[config.mk]
export PLATFORM = sky130hd
export DESIGN_NAME = tmr_split_timer
export DESIGN_NICKNAME = d
export VERILOG_FILES = /design/src/pkg/tmr_pkg.sv /design/src/rtl/tmr_prescaler.sv /design/src/rtl/tmr_compare_out.sv /design/src/rtl/tmr_split_timer.sv
export SDC_FILE = /design/constraint.sdc
export NUM_CORES = 1
export LEC_CHECK = 0
export BUFFER_PORTS_ARGS = -buffer_cell sky130_fd_sc_hd__buf_2
export CORE_AREA = 2 2 172 174
export CTS_CLUSTER_SIZE = 12
export DETAILED_ROUTE_END_ITERATION = 7
export DIE_AREA = 0 0 174 176
export GPL_TIMING_DRIVEN = 0
export SLEW_MARGIN = 0
export SYNTH_ARGS = -nofsm -noshare
export SYNTH_HDL_FRONTEND = slang
export SYNTH_HIERARCHICAL = 1
export SYNTH_SLANG_ARGS = --single-unit
[constraint.sdc]
create_clock -name i_ref_clk -period 3.15 [get_ports i_ref_clk]
set_input_delay 0.1575 -clock i_ref_clk [delete_from_list [all_inputs] [get_ports i_ref_clk]]
set_output_delay 0.1575 -clock i_ref_clk [all_outputs]
set_load 0.005 [all_outputs]
[src/pkg/tmr_pkg.sv]
// Constants for the split-capable sixteen-bit timer.
// Assumes one peripheral clock; all control bits arrive as plain ports.
package tmr_pkg;
  localparam int          CNT_W          = 16;
  localparam int          BYTE_W         = 8;
  localparam int          NUM_CH         = 3;
  localparam int          PSC_W          = 10;
  // Waveform mode encodings
  localparam logic [2:0]  WG_NORMAL      = 3'h0;
  localparam logic [2:0]  WG_FRQ         = 3'h1;
  localparam logic [2:0]  WG_SINGLESLOPE = 3'h3;
  localparam logic [2:0]  WG_DSTOP       = 3'h5;
  localparam logic [2:0]  WG_DSBOTH      = 3'h6;
  localparam logic [2:0]  WG_DSBOTTOM    = 3'h7;
  // Command encodings
  localparam logic [1:0]  CMD_NONE       = 2'h0;
  localparam logic [1:0]  CMD_UPDATE     = 2'h1;
  localparam logic [1:0]  CMD_RESTART    = 2'h2;
  localparam logic [1:0]  CMD_RESET      = 2'h3;
  // Event actions
  localparam logic [1:0]  EV_POSEDGE     = 2'h0;
  localparam logic [1:0]  EV_ANYEDGE     = 2'h1;
  localparam logic [1:0]  EV_HIGHLVL     = 2'h2;
  localparam logic [1:0]  EV_UPDOWN      = 2'h3;
  // Reset values and limits
  localparam logic [15:0] PER_RESET      = 16'hFFFF;
  localparam logic [15:0] PER_MIN        = 16'h0003;
  localparam logic [15:0] CMP_RESET      = 16'h0000;
  localparam logic [2:0]  PSC_SEL_RESET  = 3'h0;
  // Interrupt vector offsets, normal then split
  localparam logic [7:0]  VEC_OVF        = 8'h00;
  localparam logic [7:0]  VEC_COMPARE0_VECTOR       = 8'h04;
  localparam logic [7:0]  VEC_CMP1       = 8'h06;
  localparam logic [7:0]  VEC_CMP2       = 8'h08;
  localparam logic [7:0]  VEC_LOW_UNDERFLOW_VECTOR       = 8'h00;
  localparam logic [7:0]  VEC_HIGH_UNDERFLOW_VECTOR       = 8'h02;
  // Flag bit positions: 0 overflow/low underflow, 1 high underflow, 4..6 compares
  localparam int          FLAG_OVF       = 0;
  localparam int          FLAG_HIGH_UNDERFLOW_VECTOR      = 1;
  localparam int          FLAG_COMPARE0_VECTOR      = 4;
  localparam logic [7:0]  FLAG_MASK      = 8'h73;
endpackage : tmr_pkg

[src/rtl/tmr_prescaler.sv]
// Prescaler: one-cycle tick at the selected division of the clock.
// Assumes i_run gates counting; cleared state on reset or restart.
`timescale 1ns/100ps
module tmr_prescaler (
  input  wire logic       i_ref_clk,
  input  wire logic       i_reset,
  input  wire logic       i_run,
  input  wire logic       i_clear,
  input  wire logic [2:0] i_select,
  output logic            o_tick
);
  import tmr_pkg::*;

  typedef struct packed {
    logic [PSC_W-1:0] count;
  } psc_state_t;

  psc_state_t       st;
  psc_state_t       next_st;
  logic [PSC_W-1:0] mask;

  always_comb begin
    case (i_select)
      3'h0:    mask = 10'h000;
      3'h1:    mask = 10'h001;
      3'h2:    mask = 10'h003;
      3'h3:    mask = 10'h007;
      3'h4:    mask = 10'h00F;
      3'h5:    mask = 10'h03F;
      3'h6:    mask = 10'h0FF;
      default: mask = 10'h3FF;
    endcase
  end

  assign o_tick = i_run && ((st.count & mask) == mask);

  always_comb begin
    next_st = st;
    if (i_clear) begin
      next_st.count = '0;
    end else if (i_run) begin
      next_st.count = st.count + 10'h001;
    end
  end

  always_ff @(posedge i_ref_clk) begin
    if (i_reset) begin
      st <= '0;
    end else begin
      st <= next_st;
    end
  end
endmodule : tmr_prescaler

[src/rtl/tmr_compare_out.sv]
// One compare channel: match detect and waveform bit.
// Assumes the owner supplies count, compare value and slope events.
`timescale 1ns/100ps
module tmr_compare_out (
  input  wire logic        i_ref_clk,
  input  wire logic        i_reset,
  input  wire logic        i_tick,
  input  wire logic        i_clear,
  input  wire logic        i_split,
  input  wire logic [2:0]  i_mode,
  input  wire logic        i_count_up,
  input  wire logic        i_at_bottom,
  input  wire logic        i_at_top,
  input  wire logic [15:0] i_count,
  input  wire logic [15:0] i_compare,
  output logic             o_match,
  output logic             o_wave
);
  import tmr_pkg::*;

  typedef struct packed {
    logic wave;
  } cmp_state_t;

  cmp_state_t st;
  cmp_state_t next_st;

  assign o_match = i_split ? (i_count[7:0] == i_compare[7:0]) : (i_count == i_compare);
  assign o_wave  = st.wave;

  always_comb begin
    next_st = st;
    if (i_clear) begin
      next_st.wave = 1'b0;
    end else if (i_tick) begin
      if (i_split) begin
        // Down-counting single slope: set at top reload, clear on match
        if (i_at_bottom) begin
          next_st.wave = 1'b1;
        end else if (o_match) begin
          next_st.wave = 1'b0;
        end
      end else begin
        case (i_mode)
          WG_FRQ: begin
            if (o_match) begin
              next_st.wave = ~st.wave;
            end
          end
          WG_SINGLESLOPE: begin
            if (i_at_top) begin
              next_st.wave = 1'b1;
            end else if (o_match) begin
              next_st.wave = 1'b0;
            end
          end
          WG_DSTOP, WG_DSBOTH, WG_DSBOTTOM: begin
            if (o_match) begin
              next_st.wave = ~i_count_up;
            end else if (i_at_bottom) begin
              next_st.wave = 1'b1;
            end
          end
          default: next_st.wave = st.wave;
        endcase
      end
    end
  end

  always_ff @(posedge i_ref_clk) begin
    if (i_reset) begin
      st <= '0;
    end else begin
      st <= next_st;
    end
  end
endmodule : tmr_compare_out

[src/rtl/tmr_split_timer.sv]
// Sixteen-bit timer with split mode, commands, events and interrupt flags.
// Assumes control bits are held by software logic outside; pins and
// the interrupt controller sit beyond the outputs.
//
// Notes on behaviour
// Period sets dual-slope resolution, 2 to 16 bits.
// Dual-slope cycle spans two periods.
// Enabled channel in waveform mode overrides pin.
// Command strobe acts immediately.
// Update command ignores lock-update.
// Restart clears counter, direction, compare outputs.
// Reset command only while disabled.
// Split gives two 8-bit timers, three channels.
// Split counters count down, independently.
// Split supports single-slope PWM only.
// Split high byte: underflow only, no compare flags.
// Split ignores buffers and event actions.
// Split registers are byte-wise, no temp.
// Mode switch keeps stored values.
// Software disables and resets before mode change.
// Software sets split, period, then enable.
// Event action picks one of four counting behaviours.
// Event counting needs enable, never in split.
// Normal vectors: overflow and three compares.
// Split vectors: two underflows, low compares.
// Request stands while flag and enable set.
// Sleep freezes the timer.
// Dual slope: high at bottom, match toggles by direction.
// Prescaler divides by 1 to 1024.
// Writing one clears a flag.
// Pin inversion lies outside; timer waveform uninverted.
`timescale 1ns/100ps
module tmr_split_timer (
  input  wire logic               i_ref_clk,
  input  wire logic               i_reset,
  input  wire logic               i_enable,
  input  wire logic               i_sleep,
  input  wire logic [2:0]         i_prescaler_select,
  input  wire logic [2:0]         i_waveform_mode_select,
  input  wire logic [2:0]         i_compare_output_enable,
  input  wire logic               i_split_enable,
  input  wire logic               i_lock_update,
  input  wire logic               i_dir_down,
  input  wire logic               i_count_on_event_enable,
  input  wire logic [1:0]         i_event_action_select,
  input  wire logic               i_event,
  input  wire logic               i_cmd_valid,
  input  wire logic [1:0]         i_cmd,
  input  wire logic               i_period_write,
  input  wire logic [15:0]        i_period_data,
  input  wire logic               i_period_buf_write,
  input  wire logic [15:0]        i_period_buf_data,
  input  wire logic [2:0]         i_compare_write,
  input  wire logic [15:0]        i_compare_data,
  input  wire logic [2:0]         i_compare_buf_write,
  input  wire logic [15:0]        i_compare_buf_data,
  input  wire logic               i_byte_write,
  input  wire logic               i_byte_high,
  input  wire logic [7:0]         i_int_enable,
  input  wire logic [7:0]         i_flag_clear,
  input  wire logic [2:0]         i_pin_out,
  output logic [2:0]              o_pin_out,
  output logic [2:0]              o_pin_override,
  output logic [15:0]             o_count,
  output logic [15:0]             o_period,
  output logic [7:0]              o_flags,
  output logic [7:0]              o_irq,
  output logic [7:0]              o_vector,
  output logic                    o_count_up,
  output logic [3:0]              o_buf_valid
);
  import tmr_pkg::*;

  typedef struct packed {
    logic [15:0]       cnt;
    logic [15:0]       period_register;
    logic [15:0]       per_buf;
    logic [2:0][15:0]  cmp;
    logic [2:0][15:0]  cmp_buf;
    logic [3:0]        bv;
    logic              down;
    logic [7:0]        flags;
    logic              ev_last;
  } tmr_state_t;

  tmr_state_t  st;
  tmr_state_t  next_st;
  logic        run;
  logic        ptick;
  logic        tick;
  logic        restart;
  logic        hard_reset;
  logic        upd_cmd;
  logic        dual;
  logic        ev_mode;
  logic        ev_rise;
  logic        ev_fall;
  logic        at_top;
  logic        at_bottom;
  logic        lo_unf;
  logic        hi_unf;
  logic        hi_tick;
  logic        natural_upd;
  logic [2:0]  match;
  logic [2:0]  wave;
  logic [15:0] wdata;

  assign run        = i_enable && !i_sleep;
  assign restart    = i_cmd_valid && (i_cmd == CMD_RESTART);
  assign hard_reset = i_cmd_valid && (i_cmd == CMD_RESET) && !i_enable;
  assign upd_cmd    = i_cmd_valid && (i_cmd == CMD_UPDATE);
  assign dual       = (i_waveform_mode_select == WG_DSTOP)
                   || (i_waveform_mode_select == WG_DSBOTH)
                   || (i_waveform_mode_select == WG_DSBOTTOM);
  assign ev_mode    = i_count_on_event_enable && !i_split_enable;
  assign ev_rise    = i_event && !st.ev_last;
  assign ev_fall    = !i_event && st.ev_last;

  tmr_prescaler u_psc (
    .i_ref_clk (i_ref_clk),
    .i_reset   (i_reset),
    .i_run     (run),
    .i_clear   (restart || hard_reset),
    .i_select  (i_prescaler_select),
    .o_tick    (ptick)
  );

  // Count tick selection per event action
  always_comb begin
    tick = ptick;
    if (ev_mode) begin
      case (i_event_action_select)
        EV_POSEDGE: tick = run && ev_rise;
        EV_ANYEDGE: tick = run && (ev_rise || ev_fall);
        EV_HIGHLVL: tick = ptick && i_event;
        default:    tick = ptick;
      endcase
    end
  end

  assign at_top    = (st.cnt == st.period_register);
  assign at_bottom = i_split_enable ? (st.cnt[7:0] == 8'h00) : (st.cnt == 16'h0000);
  assign lo_unf    = i_split_enable && tick && (st.cnt[7:0] == 8'h00);
  assign hi_tick   = i_split_enable && tick;
  assign hi_unf    = hi_tick && (st.cnt[15:8] == 8'h00);
  assign o_count_up = !st.down;

  // Natural update at top (single slope up) or bottom
  always_comb begin
    if (dual) begin
      natural_upd = tick && at_bottom && st.down;
    end else if (st.down) begin
      natural_upd = tick && at_bottom;
    end else begin
      natural_upd = tick && at_top;
    end
  end

  genvar g;
  generate
    for (g = 0; g < NUM_CH; g++) begin : g_ch
      tmr_compare_out u_cmp (
        .i_ref_clk   (i_ref_clk),
        .i_reset     (i_reset),
        .i_tick      (tick),
        .i_clear     (restart || hard_reset),
        .i_split     (i_split_enable),
        .i_mode      (i_waveform_mode_select),
        .i_count_up  (!st.down),
        .i_at_bottom (at_bottom),
        .i_at_top    (at_top),
        .i_count     (st.cnt),
        .i_compare   (st.cmp[g]),
        .o_match     (match[g]),
        .o_wave      (wave[g])
      );
    end
  endgenerate

  // Byte-wise writes in split mode land in one half only
  always_comb begin
    wdata = i_compare_data;
    if (i_split_enable && i_byte_write) begin
      wdata = i_byte_high ? {i_compare_data[7:0], 8'h00} : {8'h00, i_compare_data[7:0]};
    end
  end

  always_comb begin
    next_st         = st;
    next_st.ev_last = i_event;
    // Counter
    if (tick) begin
      if (i_split_enable) begin
        // Both halves count down and reload from their own period byte
        next_st.cnt[7:0]  = (st.cnt[7:0] == 8'h00) ? st.period_register[7:0]
                                                   : st.cnt[7:0] - 8'h01;
        next_st.cnt[15:8] = (st.cnt[15:8] == 8'h00) ? st.period_register[15:8]
                                                    : st.cnt[15:8] - 8'h01;
      end else if (dual) begin
        // Up to period then down to zero: two periods per cycle
        if (!st.down) begin
          if (st.cnt >= st.period_register) begin
            next_st.down = 1'b1;
            next_st.cnt  = st.cnt - 16'h0001;
          end else begin
            next_st.cnt = st.cnt + 16'h0001;
          end
        end else if (st.cnt == 16'h0000) begin
          next_st.down = 1'b0;
          next_st.cnt  = 16'h0001;
        end else begin
          next_st.cnt = st.cnt - 16'h0001;
        end
      end else if (ev_mode && i_event_action_select == EV_UPDOWN) begin
        if (i_event) begin
          next_st.cnt = (st.cnt == 16'h0000) ? st.period_register : st.cnt - 16'h0001;
        end else begin
          next_st.cnt = (st.cnt >= st.period_register) ? 16'h0000 : st.cnt + 16'h0001;
        end
      end else if (st.down) begin
        next_st.cnt = (st.cnt == 16'h0000) ? st.period_register : st.cnt - 16'h0001;
      end else begin
        next_st.cnt = (st.cnt >= st.period_register) ? 16'h0000 : st.cnt + 16'h0001;
      end
    end
    if (!dual && !(ev_mode && i_event_action_select == EV_UPDOWN)) begin
      next_st.down = i_split_enable ? 1'b1 : i_dir_down;
    end
    // Buffer writes and update transfer, ignored in split mode
    if (!i_split_enable) begin
      if (i_period_buf_write) begin
        next_st.per_buf = i_period_buf_data;
        next_st.bv[0]   = 1'b1;
      end
      for (int i = 0; i < NUM_CH; i++) begin
        if (i_compare_buf_write[i]) begin
          next_st.cmp_buf[i] = i_compare_buf_data;
          next_st.bv[i+1]    = 1'b1;
        end
      end
      if (upd_cmd || (natural_upd && !i_lock_update)) begin
        if (st.bv[0]) begin
          next_st.period_register = st.per_buf;
        end
        for (int i = 0; i < NUM_CH; i++) begin
          if (st.bv[i+1]) begin
            next_st.cmp[i] = st.cmp_buf[i];
          end
        end
        next_st.bv = 4'h0;
      end
    end
    // Direct writes keep the other byte in split byte access
    if (i_period_write) begin
      if (i_split_enable && i_byte_write) begin
        if (i_byte_high) begin
          next_st.period_register[15:8] = i_period_data[7:0];
        end else begin
          next_st.period_register[7:0] = i_period_data[7:0];
        end
      end else begin
        next_st.period_register = i_period_data;
      end
    end
    for (int i = 0; i < NUM_CH; i++) begin
      if (i_compare_write[i]) begin
        if (i_split_enable && i_byte_write) begin
          next_st.cmp[i] = i_byte_high ? {wdata[15:8], st.cmp[i][7:0]}
                                       : {st.cmp[i][15:8], wdata[7:0]};
        end else begin
          next_st.cmp[i] = wdata;
        end
      end
    end
    // Flags: clear by writing one, a new event wins
    next_st.flags = st.flags & ~i_flag_clear;
    if (i_split_enable) begin
      if (lo_unf) begin
        next_st.flags[FLAG_OVF] = 1'b1;
      end
      if (hi_unf) begin
        next_st.flags[FLAG_HIGH_UNDERFLOW_VECTOR] = 1'b1;
      end
    end else if (tick && !st.down && at_top && !dual) begin
      next_st.flags[FLAG_OVF] = 1'b1;
    end else if (tick && dual && at_bottom && st.down) begin
      next_st.flags[FLAG_OVF] = 1'b1;
    end else if (tick && st.down && at_bottom) begin
      next_st.flags[FLAG_OVF] = 1'b1;
    end
    for (int i = 0; i < NUM_CH; i++) begin
      // In split mode only the low-byte match is seen
      if (tick && match[i]) begin
        next_st.flags[FLAG_COMPARE0_VECTOR+i] = 1'b1;
      end
    end
    // Restart: counter and direction to zero
    if (restart) begin
      next_st.cnt  = 16'h0000;
      next_st.down = 1'b0;
    end
    // Hard reset returns everything to initial values; split bit is kept outside
    if (hard_reset) begin
      next_st.cnt     = 16'h0000;
      next_st.period_register     = PER_RESET;
      next_st.per_buf = PER_RESET;
      next_st.cmp     = '0;
      next_st.cmp_buf = '0;
      next_st.bv      = 4'h0;
      next_st.down    = 1'b0;
      next_st.flags   = 8'h00;
    end
  end

  always_ff @(posedge i_ref_clk) begin
    if (i_reset) begin
      st     <= '0;
      st.period_register <= PER_RESET;
      st.per_buf <= PER_RESET;
    end else begin
      st <= next_st;
    end
  end

  // Pin override; inversion is applied by the port, not here
  always_comb begin
    for (int i = 0; i < NUM_CH; i++) begin
      o_pin_override[i] = i_compare_output_enable[i]
                       && (i_waveform_mode_select != WG_NORMAL);
      o_pin_out[i]      = o_pin_override[i] ? wave[i] : i_pin_out[i];
    end
  end

  // Highest-priority pending vector, offset per mode
  always_comb begin
    o_vector = VEC_OVF;
    if (o_irq[FLAG_OVF]) begin
      o_vector = i_split_enable ? VEC_LOW_UNDERFLOW_VECTOR : VEC_OVF;
    end else if (o_irq[FLAG_HIGH_UNDERFLOW_VECTOR]) begin
      o_vector = VEC_HIGH_UNDERFLOW_VECTOR;
    end else if (o_irq[FLAG_COMPARE0_VECTOR]) begin
      o_vector = VEC_COMPARE0_VECTOR;
    end else if (o_irq[FLAG_COMPARE0_VECTOR+1]) begin
      o_vector = VEC_CMP1;
    end else if (o_irq[FLAG_COMPARE0_VECTOR+2]) begin
      o_vector = VEC_CMP2;
    end
  end

  assign o_flags     = st.flags;
  assign o_irq       = st.flags & i_int_enable & FLAG_MASK;
  assign o_count     = st.cnt;
  assign o_period    = st.period_register;
  assign o_buf_valid = st.bv;
endmodule : tmr_split_timer

==> metrics.cfg <==
[logic_synthesis]
synth-main-ff-cell=dfxtp_1
synth-async-reset-ratio=0
synth-seq-cells=171
synth_edf_count=0
yosysWarnings=6
syn_inst=1434
synth_cell_types=86
postSynthAreaPerCell_um2=7.705
syn_area_um2=11050
ys_seq_area_frac=0.3098

[clocking]
clock_latency_ps=440
cts_tree=yes
h-tree-depth=4
clockRootBuffer=clkbuf_16
cts.path.max_buffers=2
numCtsBuffers=17
clk_pin_slew_ps=80
cts.sinks=171

[setup_path]
critical_path.cell_chain=inv_1 > ha_1 > nor3b_4 > nand2_2 > buf_2 > clkbuf_4 > a21oi_4 > or4_2 > o211a_1 > mux2_2
end_kind=register
critPathTopFamily=simple AND/OR/NAND/NOR gates
path_buf_inv=3
crit_type=register to register
crit_slowest_cell=or4_2
worstSetupStartpointType=register
crit_path_max_fanout=12
required_ps=3470
worstPathArrival_ps=3350
max_stage_delay_ps=700

[global_routing]
track_usage=0.2651
grt_pass1_wl_um=62690
antenna_found_initial=0
grt_remaining_overflow=0
use_met2=0.4318
grt_pass1_vias=10653
grt_use_met1=0.3600
globalRouteMet3Util=0.04156
grt_max_degree=28
grt-busiest-layer=met2

[floorplan]
placementRows=62
die_h_um=176
floorplan.initialDensity=0.3871
io_pins=183
dieArea_um2=30620
design.core.area_um2=28550
die_x_um=174

[sta]
clock.fmax_ghz=0.3305
relSlewSlack=0.2551
fin_hold_ws_ps=10.38
fin_skew_ps=16.89
slew_violations=0
worst_pin_slew_ps=1103
setup_violations=0
period_share=0.9607
hold_viol=0
rsz0062_at_grt=false
fin_crit_ps=3026

[place]
hpwlAfterDp_um=31440
gp_congestion=0.9492
dp_cells=1994
portBuffers=168
placed_area_um2=12400

[finish]
final_cell_mix=217 x nand2_1, 179 x buf_2, 153 x dfxtp_1, 145 x a21oi_1, 99 x nor2_1
stdcell_area_um2=13540
final_common_cell=nand2_1
nets=1811
n_antenna_cell=0
utilization=0.4744
nFillCells=2944
area_growth_pct=22.57
drive_gt1_frac=0.2150
finalNonFillerCells=2068

[power_and_ir_drop]
vdd_ir_drop_max_mv=0.2921
leakage_nw=5.479
total_power_mw=5.739
power_density_nw_per_um2=423.8

[detailed_routing]
drc=0
drtIter0Drc=1073
wl_per_cell_um=19.88
wirelength_um=41110
ant_nets=0
vias=11478
drtPass1Iterations=5
vias_per_cell=5.550

[flow_run]
cap_violations=0

[hold_path]
hold_class=input pin to register

[status]
status=finished, final reports clean

==> layer usage <==
layer	part of all wire	up-vias
li1	-	5556
met3	0.079	80
met5	0	-
met4	0.027	0
met1	0.44	5339
met2	0.45	503
==> worst reg2reg max path, stage by stage (launching register included) <==
cell and delay, ps:
dfxtp_4 470, inv_1 190, ha_1 240, nor3b_4 170
nand2_2 160, buf_2 250, clkbuf_4 270, a21oi_4 90
or4_2 700, o211a_1 130, mux2_2 250
==> cell families after synthesis <==
logic type                 Yosys count  synth area share
muxes                               34           0.03295
and+or+nand+nor                    536            0.2417
xor gates and xnor gates            81           0.06421
other                                1         0.0003394
AOI/OAI and AO/OA                  388            0.2272
adders and majority gates           27           0.02989
buffers and inverters              196           0.09399
DFF                                171            0.3098
==> final cells by class <==
cell class / count / area, um^2 / area share
tap: 384 / 480.5 / 0.03548
inverter: 49 / 183.9 / 0.01358
multi-input combinational: 1074 / 6690 / 0.4940
buffer: 147 / 869.6 / 0.06421
sequential: 171 / 3451 / 0.2548
timing repair buffer: 211 / 1266 / 0.09350
clock buffer: 17 / 425.4 / 0.03141
clock inverter: 15 / 176.4 / 0.01303
==> sequential cells by signal (all words and copies together) (netlist names) <==
| register | cells |
|---|---|
| g_ch.u_cmp/o_wave | 3 |
| o_buf_valid | 4 |
| o_count | 16 |
| o_flags | 8 |
| o_period | 16 |
| st | 114 |
| u_psc/st | 10 |
==> where the power goes <==
| group | internal (mW) | switching [mW] | total, mW |
|---|---|---|---|
| Combinational | 0.475 | 0.720 | 1.20 |
| Clock | 1.07 | 1.08 | 2.15 |
| Sequential | 2.28 | 0.118 | 2.39 |
| Total | 3.82 | 1.92 | 5.74 |
==> per-stage QoR <==
stage | worst slack [ps] | setup TNS [ps]
after CTS | 7.941 | 0
after floorplan | 157.6 | 0
final | 123.9 | 0
after global routing | 6.468 | 0
after global placement | -1040 | -64340
after detailed placement | -811.4 | -11190
==> cell usage after synthesis, drive strengths merged, types with 6 or more instances <==
master / count / area share
ha: 24 / 0.027
nand4: 28 / 0.016
mux2i: 25 / 0.024
a311oi: 11 / 0.013
and2: 13 / 0.0074
clkbuf: 58 / 0.020
a211oi: 45 / 0.032
o21ai: 64 / 0.029
nor2b: 9 / 0.0051
a31oi: 26 / 0.015
nand2b: 8 / 0.0045
nor3b: 45 / 0.031
dfxtp: 171 / 0.31
o221ai: 8 / 0.0063
nand3: 44 / 0.023
xor2: 10 / 0.0079
buf: 89 / 0.058
inv: 49 / 0.017
xnor2: 71 / 0.056
mux2: 9 / 0.0092
nor3: 26 / 0.013
nand2: 218 / 0.074
o211a: 6 / 0.0054
a21oi: 149 / 0.068
o21a: 14 / 0.0095
o211ai: 9 / 0.0061
or3: 8 / 0.0045
nor2: 100 / 0.034
or4: 13 / 0.0092
o22ai: 7 / 0.0040
==> what timing repair did <==
action | 4_1_cts | 5_1_grt
hold endpoints to repair | 68 | 0
pin swaps | 0 | 2
hold buffers | 41 | 0
resized for setup | 20 | 32
setup endpoints to repair | 60 | 47
buffers inserted | 0 | 1
==> final timing paths <==
kind / slack [ps] / cells after the start / end / from
worst max register to register: 120 / 10 / g_ch[0].u_cmp/o_wave / o_count[0]
worst min register to register: 460 / 2 / st[37] / st[37]
worst min-delay path: 10 / 3 / o_period[5] / i_period_data[5]
worst max-delay path: 120 / 10 / g_ch[0].u_cmp/o_wave / o_count[0]
Note: power is estimated with default switching activity, not from simulation.
